### src/pdmc_pkg.sv
// package: register map, field layout and timing constants for the power-down controller
`default_nettype none
package pdmc_pkg;
   localparam logic [15:0] PDMC_SYSCTL_ADDR = 16'hffc4;
   localparam logic [15:0] PDMC_STATUS_ADDR = 16'hffc8;
   localparam logic [7:0] PDMC_SYSCTL_RST = 8'h09;
   localparam int PDMC_STANDBY_SELECT_BIT_BIT = 7;
   localparam int PDMC_STS_HI = 6;
   localparam int PDMC_STS_LO = 4;
   localparam int PDMC_RESET_SOURCE_FLAG_BIT = 3;
   localparam int PDMC_NMI_EDGE_SELECT_BIT = 2;
   localparam int PDMC_HIE_BIT = 1;
   localparam int PDMC_ONCHIP_RAM_ENABLE_BIT = 0;
   localparam logic [7:0] PDMC_WR_MASK = 8'hf7;
   localparam int PDMC_CNT_W = 18;
   localparam logic [PDMC_CNT_W-1:0] PDMC_SETTLE_8K = 18'h02000;
   localparam logic [PDMC_CNT_W-1:0] PDMC_SETTLE_16K = 18'h04000;
   localparam logic [PDMC_CNT_W-1:0] PDMC_SETTLE_32K = 18'h08000;
   localparam logic [PDMC_CNT_W-1:0] PDMC_SETTLE_64K = 18'h10000;
   localparam logic [PDMC_CNT_W-1:0] PDMC_SETTLE_128K = 18'h20000;
   localparam logic [PDMC_CNT_W-1:0] PDMC_SETTLE_1K = 18'h00400;
   typedef enum logic [2:0]
   {
      PDMC_RUN = 3'h0,
      PDMC_SLEEP = 3'h1,
      PDMC_SWSTBY = 3'h2,
      PDMC_SETTLE = 3'h3,
      PDMC_HWSTBY = 3'h4,
      PDMC_RESET = 3'h5
   } pdmc_state_t;
endpackage : pdmc_pkg
`default_nettype wire

### src/pdmc_settle_timer.sv
// settling counter: counts system clock cycles after the oscillator restarts
`default_nettype none
module pdmc_settle_timer
   import pdmc_pkg::*;
(
   // clock and reset
   input wire logic ref_clk,
   input wire logic sys_rst,
   // control
   input wire logic start,
   input wire logic [2:0] sel,
   input wire logic flash_variant,
   // result
   output logic done
);
   typedef struct packed
   {
      logic [PDMC_CNT_W-1:0] cnt;
      logic run;
      logic done;
   } pdmc_tmr_t;

   pdmc_tmr_t st_ff;
   pdmc_tmr_t nxt_st;

   // unused codes fall back to the longest wait, the safe side
   function automatic logic [PDMC_CNT_W-1:0] settle_len(input logic [2:0] s, input logic fl);
      case (s)
         3'h0: settle_len = PDMC_SETTLE_8K;
         3'h1: settle_len = PDMC_SETTLE_16K;
         3'h2: settle_len = PDMC_SETTLE_32K;
         3'h3: settle_len = PDMC_SETTLE_64K;
         3'h5: settle_len = fl ? PDMC_SETTLE_1K : PDMC_SETTLE_128K;
         default: settle_len = PDMC_SETTLE_128K;
      endcase
   endfunction : settle_len

   always_comb
   begin
      nxt_st = st_ff;
      nxt_st.done = 1'b0;
      if (start)
      begin
         nxt_st.run = 1'b1;
         nxt_st.cnt = settle_len(sel, flash_variant) - 18'h00001;
      end
      else if (st_ff.run)
      begin
         if (st_ff.cnt == '0)
         begin
            nxt_st.run = 1'b0;
            nxt_st.done = 1'b1;
         end
         else
         begin
            nxt_st.cnt = st_ff.cnt - 18'h00001;
         end
      end
   end

   always_ff @(posedge ref_clk)
   begin
      if (sys_rst)
      begin
         st_ff <= '0;
      end
      else
      begin
         st_ff <= nxt_st;
      end
   end

   assign done = st_ff.done;
endmodule : pdmc_settle_timer
`default_nettype wire

### src/pdmc_ctrl.sv
// power-down mode controller: sleep, software standby and hardware standby sequencing
`default_nettype none
// Notes on behaviour
// - halt with standby select 0 enters sleep; CPU stops, clock and peripherals run.
// - halt with standby select 1 enters software standby instead.
// - software standby stops clock, resets peripherals, keeps CPU registers, RAM, pins.
// - an accepted internal or external interrupt ends sleep and starts handling.
// - disabled peripheral interrupts raise no request and cannot wake sleep.
// - mask set at halt lets only the non-maskable interrupt wake sleep.
// - reset pin low during sleep goes to the reset state.
// - standby pin low during sleep goes straight to hardware standby.
// - software standby ends on nmi, lines 0-2 or 6, keys, reset or standby pin.
// - standby pin low from any state enters hardware standby; pins float.
// - leave hardware standby with standby high, reset low, then reset rising.
// - standby select stays 1 after an interrupt wake until software writes 0.
// - standby select at bit 7, settle select at bits 6 to 4 of system control.
// - settle codes 000..100 give 8192..131072 clock states; 000 at reset.
// - flash variant code 101 gives 1024 states; codes 11x unused.
// - during settling the oscillator runs while CPU and peripherals stay held.
module pdmc_ctrl
   import pdmc_pkg::*;
(
   // clock and reset
   input wire logic ref_clk,
   input wire logic sys_rst,
   // wishbone slave
   input wire logic wb_cyc_i,
   input wire logic wb_stb_i,
   input wire logic wb_we_i,
   input wire logic [15:0] wb_adr_i,
   input wire logic [3:0] wb_sel_i,
   input wire logic [31:0] wb_dat_i,
   output logic [31:0] wb_dat_o,
   output logic wb_ack_o,
   // cpu core and interrupt logic
   input wire logic halt_exec,
   input wire logic cpu_imask,
   input wire logic nmi_req,
   input wire logic [7:0] irq_req,
   input wire logic [7:0] key_wake_inputs,
   input wire logic periph_irq_req,
   input wire logic flash_variant,
   // external pins
   input wire logic reset_pin_n,
   input wire logic hw_standby_pin_n,
   // power control
   output logic cpu_halt,
   output logic clk_stop,
   output logic osc_run,
   output logic periph_reset,
   output logic periph_halt,
   output logic pins_hiz,
   output logic chip_reset,
   output logic irq_start,
   output logic [2:0] mode_state
);
   typedef struct packed
   {
      pdmc_state_t st;
      logic [7:0] sysctl;
      logic ack;
      logic [31:0] dat;
      logic cpu_halt;
      logic clk_stop;
      logic osc_run;
      logic periph_reset;
      logic periph_halt;
      logic pins_hiz;
      logic chip_reset;
      logic irq_start;
      logic mask_at_halt;
      logic [PDMC_CNT_W-1:0] settle_cyc;
   } pdmc_ctrl_t;

   pdmc_ctrl_t st_ff;
   pdmc_ctrl_t nxt_st;
   logic tmr_start;
   logic tmr_done;
   logic sw_wake;
   logic sleep_wake;

   function automatic logic addr_hit(input logic [15:0] a, input logic [15:0] r);
      addr_hit = (a[15:2] == r[15:2]);
   endfunction : addr_hit

   // only these sources restart the oscillator from software standby
   assign sw_wake = nmi_req | (|irq_req[2:0]) | irq_req[6] | (|key_wake_inputs);
   // a disabled peripheral source never asserts periph_irq_req
   // the mask captured at halt blocks all but nmi
   assign sleep_wake = nmi_req |
      (~st_ff.mask_at_halt & ((|irq_req) | periph_irq_req));
   assign tmr_start = (st_ff.st == PDMC_SWSTBY) && sw_wake && hw_standby_pin_n && reset_pin_n;

   pdmc_settle_timer u_settle
   (
      .ref_clk(ref_clk),
      .sys_rst(sys_rst),
      .start(tmr_start),
      .sel(st_ff.sysctl[PDMC_STS_HI:PDMC_STS_LO]),
      .flash_variant(flash_variant),
      .done(tmr_done)
   );

   always_comb
   begin
      nxt_st = st_ff;
      nxt_st.ack = 1'b0;
      nxt_st.irq_start = 1'b0;
      // one-wait-state slave: ack one cycle after the request, then drops
      if (wb_cyc_i && wb_stb_i && !st_ff.ack)
      begin
         nxt_st.ack = 1'b1;
         nxt_st.dat = 32'h00000000;
         if (addr_hit(wb_adr_i, PDMC_SYSCTL_ADDR))
         begin
            nxt_st.dat = {24'h000000, st_ff.sysctl};
            if (wb_we_i && wb_sel_i[0])
            begin
               // standby select changes only by a software write or the reset load on standby pin low or reset exit
               nxt_st.sysctl = (wb_dat_i[7:0] & PDMC_WR_MASK) |
                  (st_ff.sysctl & ~PDMC_WR_MASK);
            end
         end
         else if (addr_hit(wb_adr_i, PDMC_STATUS_ADDR))
         begin
            nxt_st.dat = {29'h00000000, st_ff.st};
         end
      end
      // cycles since the oscillator restart; a counter keeps the length checks cheap
      if (tmr_start)
      begin
         nxt_st.settle_cyc = '0;
      end
      else if (st_ff.st == PDMC_SETTLE)
      begin
         nxt_st.settle_cyc = st_ff.settle_cyc + 18'h00001;
      end
      case (st_ff.st)
         PDMC_RUN:
         begin
            if (halt_exec)
            begin
               nxt_st.mask_at_halt = cpu_imask;
               nxt_st.cpu_halt = 1'b1;
               if (st_ff.sysctl[PDMC_STANDBY_SELECT_BIT_BIT])
               begin
                  nxt_st.st = PDMC_SWSTBY;
                  nxt_st.clk_stop = 1'b1;
                  nxt_st.osc_run = 1'b0;
                  nxt_st.periph_halt = 1'b1;
                  nxt_st.periph_reset = 1'b1;
               end
               else
               begin
                  nxt_st.st = PDMC_SLEEP;
               end
            end
         end
         PDMC_SLEEP:
         begin
            if (!reset_pin_n)
            begin
               nxt_st.st = PDMC_RESET;
               nxt_st.chip_reset = 1'b1;
            end
            else if (sleep_wake)
            begin
               nxt_st.st = PDMC_RUN;
               nxt_st.cpu_halt = 1'b0;
               nxt_st.irq_start = 1'b1;
            end
         end
         PDMC_SWSTBY:
         begin
            if (!reset_pin_n)
            begin
               nxt_st.st = PDMC_RESET;
               nxt_st.osc_run = 1'b1;
               nxt_st.chip_reset = 1'b1;
            end
            else if (tmr_start)
            begin
               nxt_st.st = PDMC_SETTLE;
               nxt_st.osc_run = 1'b1;
            end
         end
         PDMC_SETTLE:
         begin
            if (!reset_pin_n)
            begin
               nxt_st.st = PDMC_RESET;
               nxt_st.chip_reset = 1'b1;
            end
            else if (tmr_done)
            begin
               nxt_st.st = PDMC_RUN;
               nxt_st.clk_stop = 1'b0;
               nxt_st.cpu_halt = 1'b0;
               nxt_st.periph_halt = 1'b0;
               nxt_st.periph_reset = 1'b0;
               nxt_st.irq_start = 1'b1;
            end
         end
         PDMC_HWSTBY:
         begin
            if (hw_standby_pin_n)
            begin
               nxt_st.st = PDMC_RESET;
               nxt_st.pins_hiz = 1'b0;
               nxt_st.osc_run = 1'b1;
            end
         end
         PDMC_RESET:
         begin
            // chip stays in reset until the reset pin rises
            if (reset_pin_n)
            begin
               nxt_st = '0;
               nxt_st.st = PDMC_RUN;
               nxt_st.osc_run = 1'b1;
               nxt_st.sysctl = PDMC_SYSCTL_RST;
            end
            else
            begin
               nxt_st.chip_reset = 1'b1;
               nxt_st.cpu_halt = 1'b1;
               nxt_st.periph_reset = 1'b1;
               nxt_st.periph_halt = 1'b1;
               nxt_st.clk_stop = 1'b0;
               nxt_st.osc_run = 1'b1;
            end
         end
         default:
         begin
            nxt_st.st = PDMC_RESET;
         end
      endcase
      if (!hw_standby_pin_n)
      begin
         // standby pin overrides every state; only RAM survives
         nxt_st.st = PDMC_HWSTBY;
         nxt_st.cpu_halt = 1'b1;
         nxt_st.clk_stop = 1'b1;
         nxt_st.osc_run = 1'b0;
         nxt_st.periph_halt = 1'b1;
         nxt_st.periph_reset = 1'b1;
         nxt_st.pins_hiz = 1'b1;
         nxt_st.chip_reset = 1'b1;
         nxt_st.irq_start = 1'b0;
         nxt_st.sysctl = PDMC_SYSCTL_RST;
      end
   end

   always_ff @(posedge ref_clk)
   begin
      if (sys_rst)
      begin
         st_ff <= '{st: PDMC_RUN, sysctl: PDMC_SYSCTL_RST, osc_run: 1'b1, default: '0};
      end
      else
      begin
         st_ff <= nxt_st;
      end
   end

   assign wb_dat_o = st_ff.dat;
   assign wb_ack_o = st_ff.ack;
   assign cpu_halt = st_ff.cpu_halt;
   assign clk_stop = st_ff.clk_stop;
   assign osc_run = st_ff.osc_run;
   assign periph_reset = st_ff.periph_reset;
   assign periph_halt = st_ff.periph_halt;
   assign pins_hiz = st_ff.pins_hiz;
   assign chip_reset = st_ff.chip_reset;
   assign irq_start = st_ff.irq_start;
   assign mode_state = st_ff.st;

   chk_sleep_entry: assert property (@(posedge ref_clk) disable iff (sys_rst)
      (st_ff.st == PDMC_RUN && halt_exec && !st_ff.sysctl[7] && hw_standby_pin_n)
      |=> (st_ff.st == PDMC_SLEEP && cpu_halt && !clk_stop))
      else $error("halt with select 0 did not enter sleep");
   chk_swstby_entry: assert property (@(posedge ref_clk) disable iff (sys_rst)
      (st_ff.st == PDMC_RUN && halt_exec && st_ff.sysctl[7] && hw_standby_pin_n)
      |=> (st_ff.st == PDMC_SWSTBY && clk_stop && periph_reset))
      else $error("halt with select 1 did not enter software standby");
   chk_sleep_wake: assert property (@(posedge ref_clk) disable iff (sys_rst)
      (st_ff.st == PDMC_SLEEP && nmi_req && reset_pin_n && hw_standby_pin_n)
      |=> (irq_start && !cpu_halt))
      else $error("nmi did not end sleep");
   chk_mask_blocks: assert property (@(posedge ref_clk) disable iff (sys_rst)
      (st_ff.st == PDMC_SLEEP && st_ff.mask_at_halt && !nmi_req && reset_pin_n
       && hw_standby_pin_n) |=> (st_ff.st == PDMC_SLEEP))
      else $error("masked interrupt woke sleep");
   chk_sleep_reset: assert property (@(posedge ref_clk) disable iff (sys_rst)
      (st_ff.st == PDMC_SLEEP && !reset_pin_n && hw_standby_pin_n)
      |=> (st_ff.st == PDMC_RESET && chip_reset))
      else $error("reset pin did not reset from sleep");
   chk_hwstby_any: assert property (@(posedge ref_clk) disable iff (sys_rst)
      !hw_standby_pin_n |=> (st_ff.st == PDMC_HWSTBY && pins_hiz && clk_stop))
      else $error("standby pin low did not enter hardware standby");
   chk_hwstby_exit: assert property (@(posedge ref_clk) disable iff (sys_rst)
      (st_ff.st == PDMC_HWSTBY && hw_standby_pin_n) |=> (st_ff.st == PDMC_RESET && !pins_hiz))
      else $error("hardware standby exit did not go to reset");
   chk_select_kept: assert property (@(posedge ref_clk) disable iff (sys_rst)
      (st_ff.st == PDMC_SETTLE && tmr_done && reset_pin_n && hw_standby_pin_n)
      |=> (st_ff.sysctl[7] && irq_start))
      else $error("standby select lost on interrupt wake");
   chk_settle_hold: assert property (@(posedge ref_clk) disable iff (sys_rst)
      (st_ff.st == PDMC_SETTLE) |-> (osc_run && cpu_halt && periph_halt))
      else $error("cpu or peripherals released during settling");
   chk_settle_len: assert property (@(posedge ref_clk) disable iff (sys_rst)
      (st_ff.st == PDMC_SETTLE && tmr_done && flash_variant && st_ff.sysctl[6:4] == 3'h5)
      |-> (st_ff.settle_cyc == PDMC_SETTLE_1K))
      else $error("1024-state settle wrong length");
   chk_settle_base: assert property (@(posedge ref_clk) disable iff (sys_rst)
      (st_ff.st == PDMC_SETTLE && tmr_done && st_ff.sysctl[6:4] == 3'h0)
      |-> (st_ff.settle_cyc == PDMC_SETTLE_8K))
      else $error("8192-state settle wrong length");
   cov_sleep: cover property (@(posedge ref_clk) st_ff.st == PDMC_SLEEP ##1 irq_start);
   cov_swwake: cover property (@(posedge ref_clk) st_ff.st == PDMC_SETTLE ##1 irq_start);
   cov_hwstby: cover property (@(posedge ref_clk) st_ff.st == PDMC_HWSTBY ##1
      st_ff.st == PDMC_RESET);
endmodule : pdmc_ctrl
`default_nettype wire

### config.mk
export PLATFORM = sky130hd
export DESIGN_NAME = pdmc_ctrl
export DESIGN_NICKNAME = d
export VERILOG_FILES = /design/src/pdmc_pkg.sv /design/src/pdmc_settle_timer.sv /design/src/pdmc_ctrl.sv
export SDC_FILE = /design/constraint.sdc
export NUM_CORES = 1
export LEC_CHECK = 0
export CORE_ASPECT_RATIO = 2
export CORE_UTILIZATION = 28
export DETAILED_ROUTE_END_ITERATION = 8
export DONT_BUFFER_PORTS = 1
export GPL_TIMING_DRIVEN = 1
export SLEW_MARGIN = 20
export SYNTH_ARGS = -nofsm -noshare
export SYNTH_HDL_FRONTEND = slang
export SYNTH_HIERARCHICAL = 1
export SYNTH_SLANG_ARGS = --single-unit
export TNS_END_PERCENT = 5
### constraint.sdc
create_clock -name ref_clk -period 2.61 [get_ports ref_clk]
set_clock_uncertainty 0.2 [all_clocks]
set_input_delay 0.261 -clock ref_clk [delete_from_list [all_inputs] [get_ports ref_clk]]
set_output_delay 0.261 -clock ref_clk [all_outputs]
set_load 0.1 [all_outputs]
### After elaboration in Yosys (flattened, before gate mapping)

Index checks and enable logic that the tools add are counted.

* output and inout port bits: 44
* flip-flop bits (word level): 91
* input bits: 80

* reduce and logical (&&, ||, !) cells: 27
* add/subtract/negate cells: 3
* multiplexer cells: 54
* bitwise gates (word level): 10
* eq/ne operators: 33

Operators with widths (count)
* 2-to-1 mux 18 bit: 6
* one-hot mux 18 bit (5 select lines): 1
* 2-to-1 mux 41 bit: 2
* 2-to-1 mux 44 bit: 1
* 2-to-1 mux 19 bit: 2
* subtractor 18 x 1 -> 18 bit (second input constant): 2
* 2-to-1 mux 8 bit: 4
* equality test 14 bit (second input constant): 2
* inequality test 3 bit (second input constant): 9
* 2-to-1 mux 3 bit: 8
* 2-to-1 mux 20 bit: 1
* adder 18 x 1 -> 18 bit (second input constant): 1
* logical NOT 18 bit: 1
* OR reduction 8 bit: 2
* one-hot mux 3 bit (5 select lines): 1
* AND reduction 5 bit: 3
* equality test 3 x 2 -> 1 bit (second input constant): 4
* 2-to-1 mux 1 bit: 12
* 2-to-1 mux 11 bit: 1
* 2-to-1 mux 5 bit: 2
* inequality test 5 x 1 -> 1 bit (second input constant): 2
* equality test 3 bit (second input constant): 3
* inequality test 3 x 2 -> 1 bit (second input constant): 3
* OR reduction 3 bit: 3
* other kinds (25): 51

### Depth between registers and ports, before layout

Gate-level depths: netlist of the first run.

* depth in word-level cells: 11
* depth in mapped cells: 8
* depth with buffers taken out: 8

### Hierarchy

Netlist of the first run, hierarchy kept.

By module, submodules not included
* pdmc_ctrl: cells each 262, instances 1, seq. area each 1041.0 sq um, area an instance 2361.0 sq um
* pdmc_settle_timer: cells each 139, instances 1, seq. area each 400.4 sq um, area an instance 1157.4 sq um

### Least setup slack after synthesis of the first run

No wires, ideal clock.

* kind: input -> register
* start: input port irq_req[0]
* end: register u_settle/st_ff[17] (netlist name)
* setup time: 0.128 ns
* setup slack: 0.174 ns
* stages: 8
* arrival: 2.108 ns
* cell sequence: nor4_1 > nand4b_1 > and4_1 > or4b_2 > nor4_1 > nand2_1 > o211ai_1 > a22oi_1

* longest elaborated chain between the ends: 9

RTL lines
* from (decl): line pdmc_ctrl.sv:39 `input wire logic [7:0] irq_req,`
* OR reduction 3 bit *: line pdmc_ctrl.sv:87 `assign sw_wake = nmi_req | (|irq_req[2:0]) | irq_req[6] | (|key_wake_inputs);`
* OR 1 bit * (3 in a row): line pdmc_ctrl.sv:87
* logical AND 1 bit * (3 in a row): line pdmc_ctrl.sv:92 `assign tmr_start = (st_ff.st == PDMC_SWSTBY) && sw_wake && hw_standby_pin_n && reset_pin_n;`
* net tmr_start: line pdmc_ctrl.sv:77 `logic tmr_start;`
* inequality test 2 bit (no line) / nonzero test 2 bit (equally long branches)
* AND reduction 2 bit (no line)
* to (signal assigned): line pdmc_settle_timer.sv:69 `st_ff <= nxt_st;`
* to (decl): line pdmc_settle_timer.sv:23 `pdmc_tmr_t st_ff;`

Mark *: on every way through the listed nets, which the timed path passes. The rest lies on a longest branch.
A chain may end at the register's enable or synchronous reset.

### Worst setup path after layout of the first run

* start: register u_settle/st_ff[6] (netlist name)
* end: register u_settle/st_ff[12] (netlist name)

* longest elaborated chain between the ends: 4

RTL lines
* subtractor 18 x 1 -> 18 bit: line pdmc_settle_timer.sv:56 `nxt_st.cnt = st_ff.cnt - 18'h00001;`
* 2-to-1 mux 18 bit: line pdmc_settle_timer.sv:49 `if (st_ff.cnt == '0)`
* 2-to-1 mux 20 bit: line pdmc_settle_timer.sv:47 `else if (st_ff.run)`
* 2-to-1 mux 19 bit: line pdmc_settle_timer.sv:42 `if (start)`

Several ways; a longest one is shown, not always the timed one. The select of a mux whose other input is x is not followed.

==> metrics, run 1 <==
run status=finished clean; DRT Pass-1 Iters=4; RSZ-0062 raised after global routing=no; Reg clk slew, reported paths=0.06 ns; Ys Warns=6; Routed Antenna Nets=0; fin nets=487; post-synthesis register bit count=72; CP Launch Type=flip-flop; worst hold path type=in -> reg; die area=about 13,000 um2; root buf cell=clkbuf_16; max_cap viols=0; clk buf depth=2; max-slew violations=0; Die H=160.5 um; Initial Util=0.2885; total number of H-tree levels=3; main flop type after synthesis=dfxtp_1; Worst VDD drop=0.3507 mV; initial antenna violation count=0; number of global-route vias before repair=about 3,000; Remaining Overflow, GRT=0; CTS tree=built; Critical Path RT=between 2 and 3 ns; fin util=0.3343; slack of the worst reg-to-reg path=~0.13 ns; Synth Instances=roughly 400; Via density=~5.3; die width=81.27 um; fillers=around 1,200; post-route setup slack=~0.13 ns; share of layout cells above drive strength 1=0.1716; worst slew pin tran=~1 ns; DR iter-0 viols=150; Port Buffers=0; largest net degree at the start of global routing=34; Layout Cells excl Fill=~560; GRT Total Usage=0.1512; ys async rst share=0; Critical Path AT=2.49 ns; TritonCTS buffer count=9; Final period util=0.9501; FF-to-FF End=u_settle/st_ff[12]$_SDFFE_PP0P_; Final Hold Fails=0; Synth Cell Area=~3500 um2; worst reg2reg path depth=5; Area growth syn-to-layout=15.86%; FMAX=approximately 400 MHz; worst setup path endpoint=u_settle/st_ff[12]$_SDFFE_PP0P_; critical path endpoint category=flip-flop; Ant. Diodes=0; Vias=2,945; core area=roughly 12,000 um2; DRC violations left=0; Final Hold Slack=around 0.038 ns; GPL Wtd Cong=0.8802; post-layout minimum cycle time=roughly 2.5 ns; syn avg cell area=8.774 um2; clock sinks=72; DP HPWL=about 7000 um; dpl cells=between 500 and 600; Ports=approximately 120; Worst Path Max Fanout=5; WL/cell=approximately 17 um; Critical Path Source=u_settle/st_ff[6]$_SDFFE_PP0P_; Clock Latency Late Sink=about 0.33 ns; Routed Wire Length=~9400 um; EDFF count, synth=0; Setup Slack @ Placement=-0.02902 ns; leakage power=between 0.0015 and 0.002 uW; Slew HR=0.3352; sequential area share after synthesis=0.4097; syn nets=between 400 and 500; FP Rows=57; P per Cell Area=around 640 nW/um2; first-pass GRT wire length=about 15,000 um; hold path depth=3; Yosys cell types=59; final setup vio count=0; worst r2r src=u_settle/st_ff[6]$_SDFFE_PP0P_; CP Class=reg -> reg
## area by class of cell
cell class | count | area [um2] | area share
inverter | 9 | 33.78 | 0.008287
multi-input combinational | 263 | 1702 | 0.4174
tap | 147 | 183.9 | 0.04512
sequential | 72 | 1443 | 0.3539
timing repair buffer | 49 | 419.2 | 0.1028
clock buffer | 9 | 225.2 | 0.05525
clock inverter | 6 | 70.07 | 0.01719
## state kept, by name (all words and copies together) (netlist names), named ones only
name / cells
pins_hiz: 1
mode_state: 3
wb_dat_o: 32
st_ff: 8
chip_reset: 1
periph_reset: 1
u_settle/st_ff: 19
osc_run: 1
irq_start: 1
wb_ack_o: 1
clk_stop: 1
cpu_halt: 1
u_settle/done: 1
## worst max-delay path, stage by stage, from the launching register on
cell and delay, ns:
dfxtp_1 0.35, or4_4 0.58, or3_4 0.37, or3_4 0.43, o311ai_0 0.31, a31oi_1 0.13
## cells in the mapped netlist (2+ instances only)
cell type,n,area share
a211oi_1,2,0.0043
a21oi_1,28,0.040
a221oi_1,3,0.0075
a22oi_1,2,0.0043
a311oi_1,4,0.010
a31oi_1,6,0.011
and2b_1,2,0.0043
and3_1,26,0.046
and4_1,2,0.0050
buf_4,36,0.077
clkbuf_1,20,0.021
dfxtp_1,72,0.41
ha_1,3,0.011
inv_1,9,0.0096
mux2i_1,8,0.023
nand2_1,26,0.028
nand2b_1,2,0.0036
nand3_1,11,0.016
nand4_1,3,0.0053
nand4b_1,3,0.0075
nor2_1,26,0.028
nor2b_1,8,0.014
nor3_1,9,0.013
nor4_1,10,0.018
o211ai_1,3,0.0064
o21ai_0,18,0.026
o31ai_1,2,0.0043
or3_1,8,0.014
or3_4,2,0.0064
or3b_2,3,0.0075
or4_1,5,0.011
or4_2,2,0.0050
or4_4,2,0.0064
xnor2_1,9,0.022
xor2_1,2,0.0050
## per-layer routing
metal,part of all wire,wire length (um),track usage
met2,0.55,5188,0.2716
met1,0.36,3343,0.1467
met4,0.046,437,0.09821
met5,0,0,0
met3,0.046,437,0.03580
## metrics by stage
step                      total power [uW]  cell area [um2]  TNS [ns]
after floorplan                       1344             3518         0
after global placement                1368             3615  -0.04493
after detailed placement              1371             3615  -0.04785
after CTS                             2630             4070         0
after global routing                  2696             4076         0
final                                 2597             4076         0
## cell usage in the layout, fill, tap and decap left out, types with 3 or more instances in the layout
master,instances
a21oi_1,28
a221oi_1,3
a311oi_1,4
a31oi_1,5
and3_1,26
buf_4,33
clkbuf_16,9
clkinv_4,3
dfxtp_1,71
dlygate4sd3_1,14
ha_1,3
inv_1,9
mux2i_1,8
nand2_1,26
nand3_1,11
nand4_1,3
nand4b_1,3
nor2_1,26
nor2b_1,7
nor3_1,9
nor4_1,10
o211ai_1,3
o21ai_0,18
or3_1,8
or3b_2,3
or4_1,5
xnor2_1,9
## worst min-delay path by stage
stage                start                        end  slack (ns)
6_report       wb_sel_i[0]       st_ff[60]$_SDFF_PP1_        0.04
5_1_grt        wb_sel_i[0]       st_ff[62]$_SDFF_PP0_        0.05
4_1_cts        wb_sel_i[0]       st_ff[67]$_SDFF_PP0_        0.03
3_5_place_dp       sys_rst  periph_reset$_SDFFE_PP0P_        0.13
3_3_place_gp       sys_rst  periph_reset$_SDFFE_PP0P_        0.13
2_1_floorplan  wb_dat_i[0]       st_ff[60]$_SDFF_PP1_        0.20
## what timing repair did
action | 4_1_cts | 5_1_grt
gates resized for setup | 0 | 2
hold buffers | 15 | 0
hold endpoints to repair | 37 | 0
setup buffers | 0 | 0
endpoints found under the setup margin | 0 | 1
## cell families after synthesis
group                      after synthesis  share of synthesized area
and+or+nand+nor                        162                     0.2788
buffers and inverters                   66                     0.1092
adders and majority gates                3                    0.01067
xor gates and xnor gates                11                    0.02738
AOI/OAI and AO/OA                       79                     0.1415
DFF                                     72                     0.4097
muxes                                    8                    0.02276
## power breakdown
part / internal, uW / switching [uW]
registers: 1110 / 6.93
logic: 69.9 / 191
clock network: 740 / 475
(Power assumes the default switching activity.)
==> run 2, diff against run 1 <==
Settings changed: ABC_AREA set to 1.
==> run 2 against run 1 <==
Effect of this change: first-iteration DRC count up 19%; via count up 21%; count of clock-buffer cells in the layout up 1; core utilization about the same; critical path depth up 1; global-route usage down 0.79 points; register-to-register slack better by 0.19 ns; setup slack better by 0.095 ns; largest power group unchanged.
==> metrics, run 2 <==
top cells by area, synth=dfxtp_1, nand2_1, nor2_1 (was dfxtp_1, buf_4, and3_1); max-slew violations=0 (unchanged); Routed Wire Length=9876 um (was 9406 um); RSZ-0062 raised after global routing=no (unchanged); DRC violations left=0 (unchanged); Slew HR=0.3495 (was 0.3352); register area=1443 um2 (unchanged); DRT Pass-1 Iters=6 (was 4); die area=14,530 um2 (was 13,050 um2); leakage power=0.002030 uW (was 0.001642 uW); CP Class=in -> reg (was reg -> reg); Via density=4.572 (was 5.306); total number of H-tree levels=3 (unchanged); Synth Instances=577 (was 401); syn avg cell area=6.807 um2 (was 8.774 um2); run status=finished clean (unchanged); CP Launch Type=input pin (was flip-flop); top cell type's share of synthesized area=0.3670 (was 0.4097); worst hold path type=in -> reg (unchanged); critical path endpoint category=flip-flop (unchanged); share of layout cells above drive strength 1=0.1532 (was 0.1716); P per Cell Area=640.1 nW/um2 (was 637.0 nW/um2); Routed Antenna Nets=0 (unchanged); FP Rows=60 (was 57); clk buf depth=2 (unchanged); Ports=124 (unchanged); max_cap viols=0 (unchanged); EDFF count, synth=0 (unchanged); Ant. Diodes=0 (unchanged); core area=13,590 um2 (was 12,200 um2); Crit-path slowest cell=dlygate4sd3_1 (was or4_4); commonest non-fill, non-tap cell in the layout=nand2_1 (was dfxtp_1); final setup vio count=0 (unchanged); largest net degree at the start of global routing=29 (was 34); Total Neg Setup Slack=0 ns (unchanged); Commonest cells post-synth=nand2_1, nor2_1, dfxtp_1 (was dfxtp_1, buf_4, a21oi_1); Layout Cells excl Fill=780 (was 555); DR iter-0 viols=178 (was 150); Clock Latency Late Sink=0.33 ns (about the same); GRT Total Usage=0.1433 (was 0.1512); Final Hold Fails=0 (unchanged); worst slew pin tran=0.9745 ns (was 0.9959 ns); most common cell in the synthesized netlist=nand2_1 (was dfxtp_1); dpl cells=751 (was 525); number of global-route vias before repair=3,463 (was 2,926); largest area contributor in the netlist=dfxtp_1 (unchanged); Initial Util=0.2890 (was 0.2885); worst-path cell chain=dlygate4sd3_1 -> inv_1 -> nand2_4 -> inv_2 -> o21ai_0 -> a21oi_1 (was or4_4 -> or3_4 -> or3_4 -> o311ai_0 -> a31oi_1); ys async rst share=0 (unchanged); first-pass GRT wire length=15,990 um (was 14,880 um); fillers=1,462 (was 1,239); Ys Warns=6 (unchanged); Port Buffers=0 (unchanged); CTS tree=built (unchanged); initial antenna violation count=0 (unchanged); Vias=3,566 (was 2,945); Reg clk slew, reported paths=0.06 ns (about the same); post-synthesis register bit count=72 (unchanged); Worst VDD drop=0.3482 mV (was 0.3507 mV); die width=85.75 um (was 81.27 um); main flop type after synthesis=dfxtp_1 (unchanged); fin nets=672 (was 487); slack of the worst reg-to-reg path=0.32 ns (was 0.13 ns); # hold bufs at CTS=13 (was 15); area of the multi-input gates=1917 um2 (was 1702 um2); slowest stage delay, CP=1.05 ns (was 0.58 ns); post-layout minimum cycle time=2.385 ns (was 2.480 ns); Synth Cell Area=3928 um2 (was 3518 um2); Area growth syn-to-layout=15.77% (was 15.86%); Worst Path Max Fanout=27 (was 5); DP HPWL=7405 um (was 6938 um); Critical Path RT=2.62 ns (about the same); Yosys cell types=39 (was 59); root buf cell=clkbuf_16 (unchanged); sequential area share after synthesis=0.3670 (was 0.4097); Remaining Overflow, GRT=0 (unchanged); number of flip-flops in the largest register=32 (unchanged); commonest cells after routing, fill and taps aside=nand2_1, nor2_1, dfxtp_1, inv_1, nand3_1 (was dfxtp_1, buf_4, a21oi_1); count of cells resized by post-cts repair=0 (unchanged); GPL Wtd Cong=0.9009 (was 0.8802); Critical Path AT=2.40 ns (was 2.49 ns); clock sinks=72 (unchanged); Final period util=0.9136 (was 0.9501); syn nets=660 (was 484); WL/cell=12.66 um (was 16.95 um); TritonCTS buffer count=9 (unchanged); Post-CTS Setup Repair Bufs=0 (unchanged); FMAX=419.4 MHz (was 403.3 MHz); Die H=169.5 um (was 160.5 um)
==> run 2: worst max-delay path: cells and delay by family <==
family | cells | cell delay [ns]
and+or+nand+nor | 1 | 0.38
buffers and inverters | 3 | 1.54
AOI/OAI and AO/OA | 2 | 0.21
==> run 2: area by class of cell <==
class	instances	share of cell area
tap	186	0.05118
inverter	58	0.04788
clock buffer	10	0.05036
multi-input combinational	397	0.4216
clock inverter	6	0.02036
sequential	72	0.3173
timing repair buffer	51	0.09136
==> run 2: kinds of logic (layout without fill, tap and decap cells) <==
group / Yosys count / count (layout) / share of synthesized area
buffers and inverters: 108 / 125 / 0.1450
AND/OR/NAND/NOR: 314 / 314 / 0.3609
XOR/XNOR: 3 / 3 / 0.006691
adder cells (fa/ha/maj): 3 / 3 / 0.009558
AO/OA/AOI/OAI: 77 / 77 / 0.1109
flip-flops: 72 / 72 / 0.3670
==> run 2: final timing paths <==
path | startpoint | to | cells after the start
max | sys_rst | wb_dat_o[4]$_SDFF_PP0_ | 6
min | reset_pin_n | mode_state[0]$_SDFFE_PP0P_ | 4
max reg2reg | mode_state[1]$_SDFFE_PP0P_ | pins_hiz$_SDFFE_PP0P_ | 6
min reg2reg | flip-flop | flip-flop | 2
==> run 2: through the flow <==
step	hold WS (ns)	setup slack (ns)	utilization	total power [uW]	instance area (um2)
2_1_floorplan	0.1301	0.5388	-	1526	3928
3_3_place_gp	0.1327	0.4715	0.3014	1584	4095
3_5_place_dp	0.1355	0.4705	0.3014	1586	4095
4_1_cts	0.0005064	0.2737	0.3346	2946	4547
5_1_grt	0.03116	0.1088	0.3346	3025	4547
6_report	0.01567	0.2255	0.3346	2910	4547
==> run 2: power breakdown <==
part	switching (uW)	internal, uW	total [uW]
clock network	483	842	1320
registers	17.5	1130	1140
logic	336	107	442
total	836	2070	2910
==> run 2: layer usage <==
metal  wire, um  GRT usage  up-vias
met1       3343     0.1195     1586
met2       5603     0.2814      116
met4        607     0.1145        0
met5          0          0        -
li1           -          -     1823
met3        320    0.02724       41
